## config.mk

```make
export PLATFORM = sky130hd
export DESIGN_NAME = tpsr_top
export DESIGN_NICKNAME = d
export VERILOG_FILES = /design/src/hw/tpsr_pkg.sv /design/src/hw/tpsr_pkt_if.sv /design/src/hw/tpsr_tick.sv /design/src/hw/tpsr_pkt_enc.sv /design/src/hw/tpsr_top.sv
export VERILOG_INCLUDE_DIRS = /design/src /design/src/hw
export SDC_FILE = /design/constraint.sdc
export NUM_CORES = 1
export LEC_CHECK = 0
export BUFFER_PORTS_ARGS = -buffer_cell sky130_fd_sc_hd__buf_2
export CORE_ASPECT_RATIO = 0.8
export CORE_MARGIN = 10
export CORE_UTILIZATION = 50
export CTS_BUF_LIST = sky130_fd_sc_hd__clkbuf_4 sky130_fd_sc_hd__clkbuf_8
export CTS_CLUSTER_SIZE = 30
export DETAILED_ROUTE_END_ITERATION = 10
export GPL_ROUTABILITY_DRIVEN = 0
export PLACE_DENSITY_LB_ADDON = 0.3
export SYNTH_ARGS = -nofsm -noshare
export SYNTH_HDL_FRONTEND = slang
export SYNTH_HIERARCHICAL = 1
export SYNTH_SLANG_ARGS = --single-unit
```

## constraint.sdc

```tcl
create_clock -name i_clock -period 4.3 [get_ports i_clock]
set_clock_uncertainty 0.15 [all_clocks]
set_input_delay 0.215 -clock i_clock [delete_from_list [all_inputs] [get_ports i_clock]]
set_output_delay 0.215 -clock i_clock [all_outputs]
set_load 0.05 [all_outputs]
```

## src/hw/tpsr_defs.svh

```systemverilog
// tpsr_defs.svh: offsets, field positions, reset values and timing figures of the touch packet reporter
// assumes a single 250 MHz clock; included by bare name from the design files
`ifndef TPSR_DEFS_SVH
`define TPSR_DEFS_SVH

`define TPSR_CLK_HZ          250000000
`define TPSR_PKT_RATE_HZ     192
`define TPSR_FULL_PERIOD_S   1
`define TPSR_SUSPEND_S       3
`define TPSR_ALIGN_HOLD_MS   500
`define TPSR_PKT_CYCLES      (`TPSR_CLK_HZ / `TPSR_PKT_RATE_HZ)
`define TPSR_FULL_CYCLES     (`TPSR_CLK_HZ * `TPSR_FULL_PERIOD_S)
`define TPSR_SUSPEND_CYCLES  (`TPSR_CLK_HZ * `TPSR_SUSPEND_S)
`define TPSR_HOLD_CYCLES     ((`TPSR_CLK_HZ / 1000) * `TPSR_ALIGN_HOLD_MS)

`define TPSR_REG_CTRL        4'h0
`define TPSR_REG_STATUS      4'h4
`define TPSR_REG_POINT       4'h8
`define TPSR_CTRL_BAUD_BIT   0
`define TPSR_CTRL_COMP_BIT   1
`define TPSR_CTRL_RESET      2'h2

`define TPSR_PKT_BYTES       5
`define TPSR_LAST_IDX        3'h4
`define TPSR_MARK_BIT        7
`define TPSR_LIFT_BIT        6
`define TPSR_RES_BIT         5
`define TPSR_CHAR_ALIGN      8'h4B
`define TPSR_STAT_FAIL       8'hC0
`define TPSR_STAT_FIRST      8'hC1
`define TPSR_STAT_DONE       8'hC2
`define TPSR_GREET_LEN       4'h9
`define TPSR_MIN_SEP         12'h100

`endif

```

## src/hw/tpsr_pkg.sv

```systemverilog
// tpsr_pkg: types shared by the touch packet reporter modules
// assumes nothing beyond the defs header
package tpsr_pkg;
   typedef logic [4:0][7:0] tpsr_pkt_t;
   typedef enum logic [2:0] {
      TPSR_ST_GREET  = 3'h0,
      TPSR_ST_IDLE   = 3'h1,
      TPSR_ST_SEND   = 3'h3,
      TPSR_ST_ALIGN1 = 3'h2,
      TPSR_ST_ALIGN2 = 3'h6,
      TPSR_ST_ASTAT  = 3'h7
   } tpsr_state_t;
endpackage : tpsr_pkg

```

## src/hw/tpsr_pkt_if.sv

```systemverilog
// tpsr_pkt_if: carries one touch report to the packet encoder and its bytes back
// assumes both ends sit in the same clock domain
`timescale 1ns/100ps
interface tpsr_pkt_if;
   logic [11:0]         x;
   logic [11:0]         y;
   logic [7:0]          z;
   logic                lift;
   tpsr_pkg::tpsr_pkt_t prev;
   tpsr_pkg::tpsr_pkt_t bytes;
   logic [2:0]          first_diff;
   modport enc (input x, y, z, lift, prev, output bytes, first_diff);
   modport ctl (output x, y, z, lift, prev, input bytes, first_diff);
endinterface : tpsr_pkt_if

```

## src/hw/tpsr_tick.sv

```systemverilog
// tpsr_tick: restartable cycle counter giving a one-cycle pulse every CYCLES clocks
// assumes i_restart is synchronous to i_clock
`timescale 1ns/100ps
module tpsr_tick #(
   parameter int unsigned CYCLES = 4
) (
   input  wire logic i_clock,
   input  wire logic i_resetn,
   input  wire logic i_restart,
   output logic      o_tick
);
   localparam int W = $clog2(CYCLES + 1);
   logic [W-1:0] count_q;

   always_ff @(posedge i_clock or negedge i_resetn) begin
      if (!i_resetn) begin
         count_q <= '0;
         o_tick  <= 1'b0;
      end else if (i_restart) begin
         count_q <= '0;
         o_tick  <= 1'b0;
      end else if (count_q == W'(CYCLES - 1)) begin
         count_q <= '0;
         o_tick  <= 1'b1;
      end else begin
         count_q <= count_q + 1'b1;
         o_tick  <= 1'b0;
      end
   end
endmodule : tpsr_tick

```

## src/hw/tpsr_pkt_enc.sv

```systemverilog
// tpsr_pkt_enc: packs one report into five bytes and finds the first byte that differs from the last packet
// assumes prev holds the bytes of the packet sent before
`timescale 1ns/100ps
`include "tpsr_defs.svh"
module tpsr_pkt_enc (
   tpsr_pkt_if.enc p
);
   tpsr_pkg::tpsr_pkt_t b;
   logic [2:0]          fd;

   always_comb begin
      b[0] = {1'b0, p.lift, 1'b0, p.y[11:7]};
      b[1] = {1'b0, p.z[7:6], p.x[11:7]};
      b[2] = {1'b0, p.y[6:0]};
      b[3] = {1'b0, p.x[6:0]};
      b[4] = {2'b10, p.z[5:0]};
   end

   // last byte always goes out, so the search stops short of it
   always_comb begin
      fd = `TPSR_LAST_IDX;
      for (int i = 3; i >= 0; i--) begin
         if (b[i] != p.prev[i]) begin
            fd = 3'(i);
         end
      end
   end

   assign p.bytes      = b;
   assign p.first_diff = fd;
endmodule : tpsr_pkt_enc

```

## src/hw/tpsr_top.sv

```systemverilog
// tpsr_top: serial report framer of a resistive touch controller, with greeting, packets and alignment
// assumes a uart engine outside consumes tx bytes on valid/ready and delivers rx bytes as pulses
// Notes on behaviour
// - link is 9600 baud, 8N1
// - 19200 baud selectable, same framing
// - greeting text sent before any packet
// - 192 packets per second while touched
// - one zero-pressure packet on lift-off
// - 12-bit x, 12-bit y, 8-bit pressure
// - five bytes, only last has top bit
// - reserved bit zero, lift flag marks lift-off
// - leading unchanged bytes may be skipped
// - first packet full, full one each second
// - skipping is optional, full always conforms
// - K starts alignment, packets halt
// - status C1 then C2 on targets held
// - status C0 when alignment fails
// - any rx byte suspends packets seconds
`timescale 1ns/100ps
`include "tpsr_defs.svh"
module tpsr_top #(
   parameter int unsigned PKT_CYCLES     = `TPSR_PKT_CYCLES,
   parameter int unsigned FULL_CYCLES    = `TPSR_FULL_CYCLES,
   parameter int unsigned SUSPEND_CYCLES = `TPSR_SUSPEND_CYCLES,
   parameter int unsigned HOLD_CYCLES    = `TPSR_HOLD_CYCLES,
   parameter logic [11:0] MIN_SEP        = `TPSR_MIN_SEP
) (
   input  wire logic        i_clock,
   input  wire logic        i_resetn,
   input  wire logic [3:0]  i_avs_address,
   input  wire logic        i_avs_read,
   input  wire logic        i_avs_write,
   input  wire logic [31:0] i_avs_writedata,
   output logic      [31:0] o_avs_readdata,
   output logic             o_avs_waitrequest,
   input  wire logic        i_sample_valid,
   input  wire logic        i_touched,
   input  wire logic [11:0] i_x,
   input  wire logic [11:0] i_y,
   input  wire logic [7:0]  i_z,
   input  wire logic        i_rx_valid,
   input  wire logic [7:0]  i_rx_data,
   output logic             o_tx_valid,
   output logic      [7:0]  o_tx_data,
   input  wire logic        i_tx_ready,
   output logic             o_baud_19200
);
   tpsr_pkg::tpsr_state_t state_q;
   tpsr_pkt_if            pif ();
   tpsr_pkg::tpsr_pkt_t   pkt_q;
   tpsr_pkg::tpsr_pkt_t   prev_q;
   logic [2:0]            idx_q;
   logic [3:0]            greet_q;
   logic                  greet_done_q;
   logic                  comp_en_q;
   logic [11:0]           x_q, y_q, ax_q, ay_q;
   logic [7:0]            z_q;
   logic                  touched_q, reported_q, lift_q;
   logic                  full_q, suspend_q, align_req_q, align_fail_q;
   logic                  pkt_tick, full_tick, susp_tick, hold_tick;
   logic                  tx_acc, rx_any, start_pkt, send_lift;
   logic [11:0]           dx, dy;
   logic                  aligning;

   function automatic logic [7:0] greet_char(input logic [3:0] i);
      unique case (i)
         4'h0: greet_char = 8'h48;
         4'h1: greet_char = 8'h65;
         4'h2: greet_char = 8'h6C;
         4'h3: greet_char = 8'h6C;
         4'h4: greet_char = 8'h6F;
         4'h5: greet_char = 8'h20;
         4'h6: greet_char = 8'h50;
         4'h7: greet_char = 8'h6E;
         default: greet_char = 8'h50;
      endcase
   endfunction : greet_char

   function automatic logic [11:0] absdiff(input logic [11:0] a, input logic [11:0] b);
      absdiff = (a > b) ? a - b : b - a;
   endfunction : absdiff

   assign tx_acc    = o_tx_valid && i_tx_ready;
   assign rx_any    = i_rx_valid;
   assign send_lift = !touched_q && reported_q;
   assign start_pkt = (state_q == tpsr_pkg::TPSR_ST_IDLE) && pkt_tick && !suspend_q
                      && !align_req_q && (touched_q || send_lift);
   assign aligning  = (state_q == tpsr_pkg::TPSR_ST_ALIGN1) || (state_q == tpsr_pkg::TPSR_ST_ALIGN2);
   assign dx        = absdiff(ax_q, x_q);
   assign dy        = absdiff(ay_q, y_q);

   assign pif.x    = x_q;
   assign pif.y    = y_q;
   assign pif.z    = send_lift ? 8'h00 : z_q;
   assign pif.lift = send_lift;
   assign pif.prev = prev_q;

   tpsr_pkt_enc u_enc (
      .p (pif.enc)
   );

   tpsr_tick #(.CYCLES(PKT_CYCLES)) u_pkt_tick (
      .i_clock   (i_clock),
      .i_resetn  (i_resetn),
      .i_restart (1'b0),
      .o_tick    (pkt_tick)
   );

   tpsr_tick #(.CYCLES(FULL_CYCLES)) u_full_tick (
      .i_clock   (i_clock),
      .i_resetn  (i_resetn),
      .i_restart (1'b0),
      .o_tick    (full_tick)
   );

   // suspend timer, rearmed by every rx byte
   tpsr_tick #(.CYCLES(SUSPEND_CYCLES)) u_susp_tick (
      .i_clock   (i_clock),
      .i_resetn  (i_resetn),
      .i_restart (rx_any),
      .o_tick    (susp_tick)
   );

   // target hold time, counted only while aligning so a touch before 'K' gives no head start
   // rearmed on release; a held finger needs a fresh full hold per target
   tpsr_tick #(.CYCLES(HOLD_CYCLES)) u_hold_tick (
      .i_clock   (i_clock),
      .i_resetn  (i_resetn),
      .i_restart (!touched_q || o_tx_valid || hold_tick || !aligning),
      .o_tick    (hold_tick)
   );

   // latest touch sample
   always_ff @(posedge i_clock or negedge i_resetn) begin
      if (!i_resetn) begin
         x_q       <= 12'h000;
         y_q       <= 12'h000;
         z_q       <= 8'h00;
         touched_q <= 1'b0;
      end else if (i_sample_valid) begin
         x_q       <= i_x;
         y_q       <= i_y;
         z_q       <= i_z;
         touched_q <= i_touched;
      end
   end

   // suspension flag, set wins over expiry
   always_ff @(posedge i_clock or negedge i_resetn) begin
      if (!i_resetn) begin
         suspend_q <= 1'b0;
      end else if (rx_any) begin
         suspend_q <= 1'b1;
      end else if (susp_tick) begin
         suspend_q <= 1'b0;
      end
   end

   always_ff @(posedge i_clock or negedge i_resetn) begin
      if (!i_resetn) begin
         align_req_q <= 1'b0;
      end else if (rx_any && i_rx_data == `TPSR_CHAR_ALIGN) begin
         align_req_q <= 1'b1;
      end else if (state_q == tpsr_pkg::TPSR_ST_IDLE) begin
         align_req_q <= 1'b0;
      end
   end

   // full packet due: after reset, each second, after alignment; set wins
   always_ff @(posedge i_clock or negedge i_resetn) begin
      if (!i_resetn) begin
         full_q <= 1'b1;
      end else if (full_tick || state_q == tpsr_pkg::TPSR_ST_ASTAT) begin
         full_q <= 1'b1;
      end else if (start_pkt) begin
         full_q <= 1'b0;
      end
   end

   always_ff @(posedge i_clock or negedge i_resetn) begin
      if (!i_resetn) begin
         state_q      <= tpsr_pkg::TPSR_ST_GREET;
         o_tx_valid   <= 1'b0;
         o_tx_data    <= 8'h00;
         greet_q      <= 4'h0;
         greet_done_q <= 1'b0;
         pkt_q        <= '0;
         prev_q       <= '0;
         idx_q        <= 3'h0;
         reported_q   <= 1'b0;
         lift_q       <= 1'b0;
         ax_q         <= 12'h000;
         ay_q         <= 12'h000;
         align_fail_q <= 1'b0;
      end else begin
         unique case (state_q)
            tpsr_pkg::TPSR_ST_GREET: begin
               if (!o_tx_valid || tx_acc) begin
                  if (greet_q == `TPSR_GREET_LEN) begin
                     o_tx_valid   <= 1'b0;
                     greet_done_q <= 1'b1;
                     state_q      <= tpsr_pkg::TPSR_ST_IDLE;
                  end else begin
                     o_tx_valid <= 1'b1;
                     o_tx_data  <= greet_char(greet_q);
                     greet_q    <= greet_q + 4'h1;
                  end
               end
            end
            tpsr_pkg::TPSR_ST_IDLE: begin
               if (align_req_q) begin
                  state_q <= tpsr_pkg::TPSR_ST_ALIGN1;
               end else if (start_pkt) begin
                  pkt_q      <= pif.bytes;
                  prev_q     <= pif.bytes;
                  idx_q      <= (full_q || !comp_en_q) ? 3'h0 : pif.first_diff;
                  o_tx_valid <= 1'b1;
                  o_tx_data  <= (full_q || !comp_en_q) ? pif.bytes[0] : pif.bytes[pif.first_diff];
                  reported_q <= touched_q;
                  lift_q     <= send_lift;
                  state_q    <= tpsr_pkg::TPSR_ST_SEND;
               end
            end
            // bytes in order, last carries top bit
            tpsr_pkg::TPSR_ST_SEND: begin
               if (tx_acc) begin
                  if (idx_q == `TPSR_LAST_IDX) begin
                     o_tx_valid <= 1'b0;
                     state_q    <= tpsr_pkg::TPSR_ST_IDLE;
                  end else begin
                     o_tx_data <= pkt_q[idx_q + 3'h1];
                     idx_q     <= idx_q + 3'h1;
                  end
               end
            end
            tpsr_pkg::TPSR_ST_ALIGN1: begin
               if (hold_tick) begin
                  ax_q       <= x_q;
                  ay_q       <= y_q;
                  o_tx_valid <= 1'b1;
                  o_tx_data  <= `TPSR_STAT_FIRST;
                  state_q    <= tpsr_pkg::TPSR_ST_ALIGN2;
               end
            end
            tpsr_pkg::TPSR_ST_ALIGN2: begin
               if (tx_acc) begin
                  o_tx_valid <= 1'b0;
               end
               if (hold_tick) begin
                  o_tx_valid   <= 1'b1;
                  align_fail_q <= (dx < MIN_SEP) && (dy < MIN_SEP);
                  o_tx_data    <= ((dx < MIN_SEP) && (dy < MIN_SEP)) ? `TPSR_STAT_FAIL : `TPSR_STAT_DONE;
                  state_q      <= tpsr_pkg::TPSR_ST_ASTAT;
               end
            end
            tpsr_pkg::TPSR_ST_ASTAT: begin
               if (tx_acc) begin
                  o_tx_valid <= 1'b0;
                  reported_q <= 1'b0;
                  state_q    <= tpsr_pkg::TPSR_ST_IDLE;
               end
            end
            default: begin
               o_tx_valid <= 1'b0;
               state_q    <= tpsr_pkg::TPSR_ST_IDLE;
            end
         endcase
      end
   end

   // avalon slave: one wait cycle, then the answer
   always_ff @(posedge i_clock or negedge i_resetn) begin
      if (!i_resetn) begin
         o_avs_waitrequest <= 1'b1;
         o_avs_readdata    <= 32'h0000_0000;
      end else if ((i_avs_read || i_avs_write) && o_avs_waitrequest) begin
         o_avs_waitrequest <= 1'b0;
         unique case (i_avs_address)
            `TPSR_REG_CTRL:   o_avs_readdata <= {30'h0, comp_en_q, o_baud_19200};
            `TPSR_REG_STATUS: o_avs_readdata <= {24'h0, align_fail_q, full_q, suspend_q, greet_done_q,
                                                 touched_q, state_q};
            `TPSR_REG_POINT:  o_avs_readdata <= {z_q, 4'h0, y_q, x_q[11:4]} ^ {24'h0, x_q[3:0], 4'h0};
            default:          o_avs_readdata <= 32'h0000_0000;
         endcase
      end else begin
         o_avs_waitrequest <= 1'b1;
      end
   end

   always_ff @(posedge i_clock or negedge i_resetn) begin
      if (!i_resetn) begin
         o_baud_19200 <= 1'(`TPSR_CTRL_RESET >> `TPSR_CTRL_BAUD_BIT);
         comp_en_q    <= 1'(`TPSR_CTRL_RESET >> `TPSR_CTRL_COMP_BIT);
      end else if (i_avs_write && !o_avs_waitrequest && i_avs_address == `TPSR_REG_CTRL) begin
         o_baud_19200 <= i_avs_writedata[`TPSR_CTRL_BAUD_BIT];
         comp_en_q    <= i_avs_writedata[`TPSR_CTRL_COMP_BIT];
      end
   end
endmodule : tpsr_top

```

==> results of run 1 <==
[logic make-up (layout without fill, tap and decap cells)]
family / count (synthesis) / in the layout / share of synthesized area
AND/OR/NAND/NOR: 554 / 554 / 0.194
AO/OA/AOI/OAI: 331 / 331 / 0.134
flip-flops: 263 / 263 / 0.433
buffers and inverters: 194 / 326 / 0.0660
XOR/XNOR: 97 / 97 / 0.0559
multiplexers: 75 / 75 / 0.0673
adder cells (fa/ha/maj): 60 / 60 / 0.0494
other: 3 / 18 / 0.000740
[area by class of cell]
cell class | instances | area (sq um)
Multi-Input combinational cell | 1135 | 7700
Inverter | 81 | 304
Fill cell | 2556 | 12900
Timing Repair Buffer | 164 | 1150
Tap cell | 413 | 517
Clock buffer | 71 | 902
Sequential cell | 263 | 6590
Clock inverter | 10 | 154
[registers in the layout, summed over array words and instances, names as in the netlist, 4 cells and up]
signal	flops
ay_q	12
o_avs_readdata	28
o_tx_data	8
pif.prev	40
u_susp_tick/count_q	30
pif.y	12
z_q	8
greet_q	4
pif.x	12
ax_q	12
u_hold_tick/count_q	27
u_pkt_tick/count_q	21
u_full_tick/count_q	28
[worst max path at each step]
| stage | start | to | slack, ns |
|---|---|---|---|
| after detailed placement | reported_q | o_tx_data[4] | 0.82 |
| after CTS | reported_q | o_tx_data[4] | 0.81 |
| after global placement | reported_q | o_tx_data[4] | 0.83 |
| after global routing | reported_q | o_tx_data[1] | 0.52 |
| after floorplan | touched_q | o_tx_data[4] | 1.23 |
| final | reported_q | o_tx_data[4] | 0.76 |
[synth_stat cells, types with 14 or more instances]
cell | instances | share of area
a21oi_1 | 75 | 0.025
nor3_1 | 24 | 0.0079
dfrtp_1 | 260 | 0.43
buf_4 | 46 | 0.023
nor2_1 | 98 | 0.024
or4_1 | 20 | 0.0099
nor4_1 | 20 | 0.0082
xnor2_1 | 50 | 0.029
and4_1 | 14 | 0.0081
mux4_2 | 16 | 0.024
ha_1 | 60 | 0.049
buf_2 | 24 | 0.0079
o21ai_0 | 130 | 0.043
inv_1 | 80 | 0.020
mux2_2 | 57 | 0.042
or3_1 | 26 | 0.011
o31ai_1 | 19 | 0.0094
nand4_1 | 41 | 0.017
nand3_1 | 53 | 0.017
xor2_1 | 47 | 0.027
nand2_1 | 171 | 0.042
clkbuf_1 | 32 | 0.0079
[cells in the final DEF (no fill, tap or decap), types with 50 or more instances in the layout]
master and count:
xnor2_1 50, buf_2 91, inv_1 80, o21ai_0 129
dfrtp_1 260, nor2_1 98, nand3_1 53, mux2_2 57
a21oi_1 75, ha_1 60, nand2_1 171, clkbuf_8 59
[routing by layer]
layer / vias up / track usage
met4: 0 / 0.0621
met1: 5890 / 0.285
met2: 388 / 0.296
met3: 76 / 0.0364
li1: 5820 / -
met5: - / 0
[power breakdown]
part / leakage (nW) / internal [mW] / switching, mW
logic: 3.42 / 0.224 / 0.377
registers: 3.54 / 2.53 / 0.0817
clock network: 0.560 / 1.57 / 1.03
[worst max-delay path, stage by stage (launching register included)]
cell      delay [ns]
dfrtp_1         0.39
nand2b_1        0.27
inv_1           0.15
xor2_1          0.16
nor3_1          0.28
nand4_1         0.16
nand3b_1        0.24
nor2b_1         0.27
buf_4           0.22
mux4_2          0.31
a221o_1         0.31
o211ai_1        0.11
a32oi_1         0.13
mux2_2          0.28
[per-stage QoR]
stage	area (sq um)	instances	util	hold WS (ns)
2_1_floorplan	15300	1592	-	-0.231
3_5_place_dp	15800	2009	0.523	0.255
4_1_cts	17300	2137	0.574	0.00241
3_3_place_gp	15800	2009	0.523	0.253
6_report	17300	2137	0.574	0.0333
5_1_grt	17300	2137	0.574	0.0567
[repair_timing]
action,CTS,global route
hold endpoints to repair,184,0
hold buffers,47,0
endpoints found under the setup margin,0,0
==> run_results.csv, run 1 <==
group,metric,value,unit
run_status,outcome,"finished clean",
final_layout,area_growth,13.8,%
cts,cts_tree,"done",
drt,ant_nets,0,
drt,dr_wl_met3,2450,microns
setup_path,regToRegSetupSlack,0.76,ns
floorplan,die_h,176,microns
drt,vias,12200,
cts,clk_pin_slew,0.07,ns
timing,worst_pin_slew,1.14,ns
cts,clock_path_buffers,3,
timing,grt_setup_unrepaired,"no",
drt,dr.max_layer_used,"met4",
min_path,hp-class,"in2reg",
timing,maxSlewViolCount,0,
synth,yosysSeqAreaShare,0.433,
setup_path,cp.required,4.60,ns
timing,finalSetupTns,0,ns
placed_design,io_buffers,92,
global_routing,grt_pass1_wl,62400,microns
final_layout,nets,1833,
setup_path,rr_startpoint,"reported_q",
drt,m1WireLength,18000,microns
floorplan,row_count,57,
cts,insertion_delay,0.57,ns
drt,routed_wl,37700,microns
power,power_density,336,nW/um^2
timing,timing.slew.headroom,0.238,
drt,drtIter0Drc,977,
floorplan,die_w,215,microns
drt,wl_per_cell,17.6,microns
global_routing,grt_start_max_net_pins,144,
setup_path,rr_worst_depth,13,
cts,cts_setup_buffers,0,
placed_design,pre_cts_slack,0.825,ns
synth,yosysWarnings,6,
synth,yosysUniqueCellTypes,92,
cts,numCtsBuffers,44,
global_routing,antenna_found_initial,0,
drt,dr.pass1.iters,6,
synth,ys.flop_type,"dfrtp_1",
cts,postCtsResizedCells,0,
floorplan,start_util,0.504,
setup_path,crit_arrival,3.83,ns
setup_path,crit_fanout,9,
floorplan,ioPinCount,127,
timing,final.period_utilization,0.822,
final_layout,drive_gt1_frac,0.189,
synth,synth-seq-cells,263,
cts,cts_root_buf,"clkbuf_8",
setup_path,critical_path_class,"reg2reg",
run,maxCapViolCount,0,
power,peakVddDrop,0.219,mV
synth,async_flop_share,1.00,
floorplan,dieArea,37800,sq um
min_path,hp-start,"i_avs_address[3]",
timing,fmax,0.283,GHz
timing,setup_slack,0.764,ns
drt,wl_met2,16300,microns
min_path,min_path_cells,4,
setup_path,crit_path_end_kind,"register",
final_layout,diodes,0,
global_routing,track_usage,0.197,
floorplan,coreArea,30200,sq um
synth,synth_edf_count,0,
global_routing,grt_overflow_total,0,
cts,htreeDepth,2,
global_routing,first_global_vias,11800,
synth,syn_inst,1577,
timing,setup_viol,0,
setup_path,r2r_end,"o_tx_data[4]",
timing,hold_viol_final,0,
setup_path,startpoint_type,"register",
synth,syn-cell-area,15200,sq um
synth,syn_area_per_cell,9.65,sq um
cts,tritoncts_num_sinks,263,
min_path,min_to,"o_avs_readdata[1]",
power,finalPower,5.82,mW
drt,route.detailed.drc,0,
timing,fin_crit,3.54,ns
power,power_leakage,7.52,nW
placed_design,hpwl,26400,microns
drt,vias_per_cell,5.70,
(Power assumes the default switching activity.)
==> run 2: changes to the inputs <==
==> constraint.sdc (replaced) <==
create_clock -name i_clock -period 3.4 [get_ports i_clock]
set_clock_uncertainty 0.15 [all_clocks]
set_input_delay 0.17 -clock i_clock [delete_from_list [all_inputs] [get_ports i_clock]]
set_output_delay 0.17 -clock i_clock [all_outputs]
set_load 0.05 [all_outputs]
==> run_results.csv, run 2 (same netlist as run 1, synthesis figures left out) <==
group,metric,value,unit
setup_path,crit_path_end_kind,"register",
placed_design,dpl.cell_count,2032,
cts,cts_root_buf,"clkbuf_8",
setup_path,startpoint_type,"register",
drt,routed_wl,38200,microns
placed_design,hpwl,27200,microns
setup_path,path_delay_family,"simple AND/OR/NAND/NOR gates",
floorplan,ioPinCount,127,
drt,drtIter0Drc,1217,
run,maxCapViolCount,0,
setup_path,crit_fanout,9,
global_routing,first_global_vias,11900,
power,p_comb_frac,0.113,
setup_path,critical_path_class,"reg2reg",
timing,setup_slack,0.166,ns
final_layout,regArea,6590,sq um
setup_path,regToRegSetupSlack,0.17,ns
final_layout,instances_no_fill,2165,
power,peakVddDrop,0.246,mV
timing,hold_slack,0.0515,ns
timing,setup_viol,0,
global_routing,grt_overflow_total,0,
setup_path,critical_path.cell_chain,"nand2b_1, inv_1, xor2_1, nor3_1, nand4_1, nand3b_1, nor2_1, clkinv_1, nor3_1, buf_4, a221o_1, o211ai_1, a21oi_1, a21oi_1, a21oi_1",
global_routing,track_usage,0.198,
drt,vias_per_cell,5.71,
timing,grt_setup_unrepaired,"no",
global_routing,grt_start_max_net_pins,84,
cts,clk_pin_slew,0.06,ns
setup_path,rr_worst_depth,15,
power,finalPower,7.18,mW
drt,vias,12400,
floorplan,die_h,176,microns
timing,worst_pin_slew,1.14,ns
setup_path,crit_arrival,3.57,ns
setup_path,cp_slowest_stage_delay,0.40,ns
timing,finalSetupTns,0,ns
cts,tritoncts_num_sinks,263,
setup_path,cp.required,3.73,ns
final_layout,layout_commonest_cell,"dfrtp_1",
setup_path,r2r_end,"o_tx_data[0]",
run_status,outcome,"finished clean",
setup_path,path_buf_inv,3,
floorplan,start_util,0.504,
floorplan,row_count,57,
final_layout,mostFrequentLayoutCells,"dfrtp_1, nand2_1, o21ai_0",
power,p_sw_frac,0.262,
setup_path,crit_start,"reported_q",
power,pwr-share-clk,0.429,
cts,clock_path_buffers,3,
setup_path,cpMostUsedCell,"a21oi_1",
cts,numCtsBuffers,46,
timing,fmax,0.309,GHz
timing,final.period_utilization,0.951,
floorplan,die_w,215,microns
final_layout,area_growth,15.0,%
global_routing,antenna_found_initial,0,
setup_path,cp_slowest_cell,"dfrtp_1",
final_layout,diodes,0,
placed_design,pre_cts_slack,0.213,ns
cts,htreeDepth,2,
final_layout,largest_reg_flops,40,
global_routing,grt_pass1_wl,62700,microns
timing,fin_crit,3.23,ns
power,power_leakage,7.63,nW
timing,hold_viol_final,0,
placed_design,io_buffers,92,
final_layout,num-fill-cells,2607,
cts,cts_tree,"done",
power,power_density,411,nW/um^2
power,seqPwrFrac,0.458,
floorplan,coreArea,30200,sq um
final_layout,drive_gt1_frac,0.202,
timing,maxSlewViolCount,0,
drt,route.detailed.drc,0,
cts,insertion_delay,0.57,ns
power,internal_power,5.30,mW
final_layout,nets,1860,
drt,wl_per_cell,17.7,microns
final_layout,multiInputGateArea,7720,sq um
setup_path,rr_startpoint,"reported_q",
power,p_switching,1.89,mW
min_path,hp-class,"in2async",
drt,dr.pass1.iters,7,
floorplan,dieArea,37800,sq um
timing,timing.slew.headroom,0.234,
drt,ant_nets,0,
==> run 2: cell types whose count changed in the layout (fill, tap and decap cells not counted), moves of 2 or more <==
cell,delta
buf_4,+21
nor4_2,+2
nor4_1,-2
clkinv_2,+4
dlygate4sd3_1,+2
bufinv_16,-3
clkbuf_4,+4
buf_12,+2
==> run 2: worst max-delay path by stage <==
stage,cells after the start,slack (ns),end
detailed placement,11,0.21,o_tx_data[4]
global route,15,0.003,o_tx_data[0]
global placement,11,0.21,o_tx_data[4]
CTS,12,0.21,o_tx_data[4]
finish,15,0.17,o_tx_data[0]
floorplan,12,0.33,o_tx_data[4]
==> run 2: power by group through the flow <==
stage / clock, mW / combinational [mW] / sequential, mW
after global routing: 3.31 / 0.890 / 3.30
after global placement: 0 / 0.738 / 3.34
after detailed placement: 0 / 0.747 / 3.34
after CTS: 3.15 / 0.803 / 3.29
after floorplan: 0 / 0.452 / 3.39
final: 3.08 / 0.813 / 3.29
==> run 2: cell type report <==
class | instances | share of cell area
clock inverters | 10 | 0.00429
well taps | 413 | 0.0295
inverters | 81 | 0.0174
repair buffers | 189 | 0.0784
multi-input cells | 1135 | 0.441
flip-flops and latches | 263 | 0.376
clock buffers | 74 | 0.0525
==> run 2: worst reg2reg max path: cells and delay by family, from the launching register on <==
family	cells	cell delay, ns
buffers and inverters	3	0.61
XOR/XNOR	1	0.16
AND/OR/NAND/NOR	6	1.19
AO/OA/AOI/OAI	5	0.66
flip-flops	1	0.40
==> run 2: timing repair <==
item | in CTS | in global routing
buffers inserted | 0 | 0
gates resized for setup | 0 | 3
endpoints found under the setup margin | 0 | 1
endpoints found under the hold margin | 126 | 0
hold buffers | 49 | 0
==> run 2: per-layer routing <==
metal | part of all wire | track usage | vias to the layer above | routed length, microns
li1 | - | - | 5874 | -
met1 | 0.47 | 0.283 | 6012 | 17800
met2 | 0.44 | 0.299 | 420 | 16900
met3 | 0.077 | 0.0448 | 49 | 2950
met4 | 0.015 | 0.0512 | 0 | 592
met5 | 0 | 0 | - | 0
==> run 2: stage by stage <==
step / utilization / instance area (sq um)
3_5_place_dp: 0.530 / 16000
4_1_cts: 0.579 / 17500
2_1_floorplan: - / 15300
6_report: 0.580 / 17500
3_3_place_gp: 0.530 / 16000
5_1_grt: 0.580 / 17500
==> run 3: changes to the inputs <==
==> constraint.sdc (replaced) <==
create_clock -name i_clock -period 4.1 [get_ports i_clock]
set_clock_uncertainty 0.15 [all_clocks]
set_input_delay 0.205 -clock i_clock [delete_from_list [all_inputs] [get_ports i_clock]]
set_output_delay 0.205 -clock i_clock [all_outputs]
set_load 0.05 [all_outputs]
==> run_results.csv, run 3 (same netlist as run 1, synthesis figures left out) <==
group,metric,value,unit
run_status,outcome,"finished clean",
global_routing,grt_overflow_total,0,
setup_path,critical_path_class,"reg2reg",
floorplan,die_h,176,microns
setup_path,crit_path_end_kind,"register",
final_layout,layout_commonest_cell,"dfrtp_1",
cts,tritoncts_num_sinks,263,
global_routing,first_global_vias,11900,
floorplan,coreArea,30200,sq um
setup_path,cp_slowest_stage_delay,0.40,ns
power,peakVddDrop,0.206,mV
timing,setup_viol,0,
cts,insertion_delay,0.58,ns
global_routing,grt_start_max_net_pins,118,
power,seqPwrFrac,0.459,
setup_path,regToRegSetupSlack,0.49,ns
drt,route.detailed.drc,0,
final_layout,num-fill-cells,2553,
cts,clock_path_buffers,3,
drt,vias_per_cell,5.72,
setup_path,crit_arrival,3.91,ns
timing,grt_setup_unrepaired,"no",
power,power_leakage,7.53,nW
power,p_comb_frac,0.110,
floorplan,ioPinCount,127,
placed_design,pre_cts_slack,0.600,ns
final_layout,area_growth,14.0,%
global_routing,antenna_found_initial,1,
final_layout,final_area,17300,sq um
timing,worst_pin_slew,1.13,ns
final_layout,drive_gt1_frac,0.192,
setup_path,crit_fanout,9,
cts,cts_hold_buf,52,
floorplan,start_util,0.504,
floorplan,row_count,57,
placed_design,hpwl,26900,microns
timing,fin_crit,3.61,ns
drt,ant_nets,0,
placed_design,dpl.cell_count,2016,
drt,wl_per_cell,17.8,microns
cts,postCtsResizedCells,0,
timing,finalSetupTns,0,ns
global_routing,track_usage,0.200,
run,maxCapViolCount,0,
placed_design,place_area,15800,sq um
power,pwr-share-clk,0.431,
timing,timing.slew.headroom,0.241,
final_layout,instances_no_fill,2152,
setup_path,critical_path.cell_chain,"nand2b_1, inv_1, xor2_1, nor3_1, nand4_1, nand3b_1, nor2b_1, buf_4, mux4_2, a221o_1, o211ai_1, a32oi_1, mux2_2",
cts,cts_root_buf,"clkbuf_8",
drt,vias,12300,
drt,drtIter0Drc,1176,
final_layout,nets,1847,
drt,dr.pass1.iters,5,
power,power_density,344,nW/um^2
drt,routed_wl,38300,microns
power,p_switching,1.60,mW
cts,htreeDepth,2,
global_routing,grt_pass1_wl,63100,microns
final_layout,mostFrequentLayoutCells,"dfrtp_1, nand2_1, o21ai_0",
timing,hold_slack,0.0324,ns
setup_path,cp_slowest_cell,"dfrtp_1",
placed_design,io_buffers,92,
power,p_sw_frac,0.268,
timing,final.period_utilization,0.881,
power,internal_power,4.36,mW
timing,maxSlewViolCount,0,
cts,cts_setup_buffers,0,
cts,numCtsBuffers,46,
cts,clk_pin_slew,0.06,ns
timing,fmax,0.277,GHz
cts,cts_tree,"done",
timing,setup_slack,0.490,ns
setup_path,cp.required,4.40,ns
floorplan,dieArea,37800,sq um
setup_path,startpoint_type,"register",
final_layout,largest_reg_flops,40,
timing,hold_viol_final,0,
min_path,hp-class,"in2reg",
floorplan,die_w,215,microns
-- run 3: changes by cell type in the layout (fill, tap and decap cells not counted), sizes merged --
cell	delta
clkbuf	-4
bufinv	+1
dlygate4sd3	+3
clkinvlp	+2
buf	-16
diode	+1
-- run 3: metrics by stage --
step,util,power [mW]
floorplan,-,3.18
global placement,0.525,3.37
detailed placement,0.525,3.38
CTS,0.575,6.02
global route,0.575,6.21
finish,0.575,5.96
-- run 3: critical path: cells and delay by family (launching register included) --
kind                      cells  cell delay (ns)
xor gates and xnor gates      1             0.16
buffers and inverters         2             0.40
DFF                           1             0.40
AOI/OAI and AO/OA             3             0.54
and+or+nand+nor               5             1.28
muxes                         2             0.58
-- run 3: power groups by stage --
stage	Combinational (mW)	Sequential [mW]	Clock (mW)
6_report	0.658	2.73	2.57
4_1_cts	0.651	2.73	2.63
2_1_floorplan	0.375	2.81	0
5_1_grt	0.720	2.74	2.75
3_5_place_dp	0.604	2.78	0
3_3_place_gp	0.591	2.78	0
-- run 3: layer usage --
layer / track usage / routed length [microns] / up-vias
met1: 0.287 / 17900 / 5982
met3: 0.0410 / 2760 / 63
li1: - / - / 5828
met4: 0.0627 / 801 / 0
met2: 0.297 / 16800 / 426
met5: 0 / 0 / -
-- run 3: final cells by class --
type	count	area (sq um)	area share
multi-input cells	1135	7700	0.444
flip-flops and latches	263	6590	0.380
repair buffers	176	1260	0.0724
clock buffers	70	857	0.0494
well taps	413	517	0.0298
inverters	81	304	0.0175
clock inverters	13	120	0.00693
diodes	1	2.50	0.000144
-- run 3: worst paths after layout --
check,to,cells after the start,from
worst max-delay path,o_tx_data[4],13,reported_q
max in group asynchronous,pif.x[8],3,i_resetn
worst min register to register,suspend_q,1,u_susp_tick/o_tick
worst min-delay path,pif.x[10],3,i_sample_valid
min in group asynchronous,u_hold_tick/count_q[15],2,i_resetn
worst max register to register,o_tx_data[4],13,reported_q
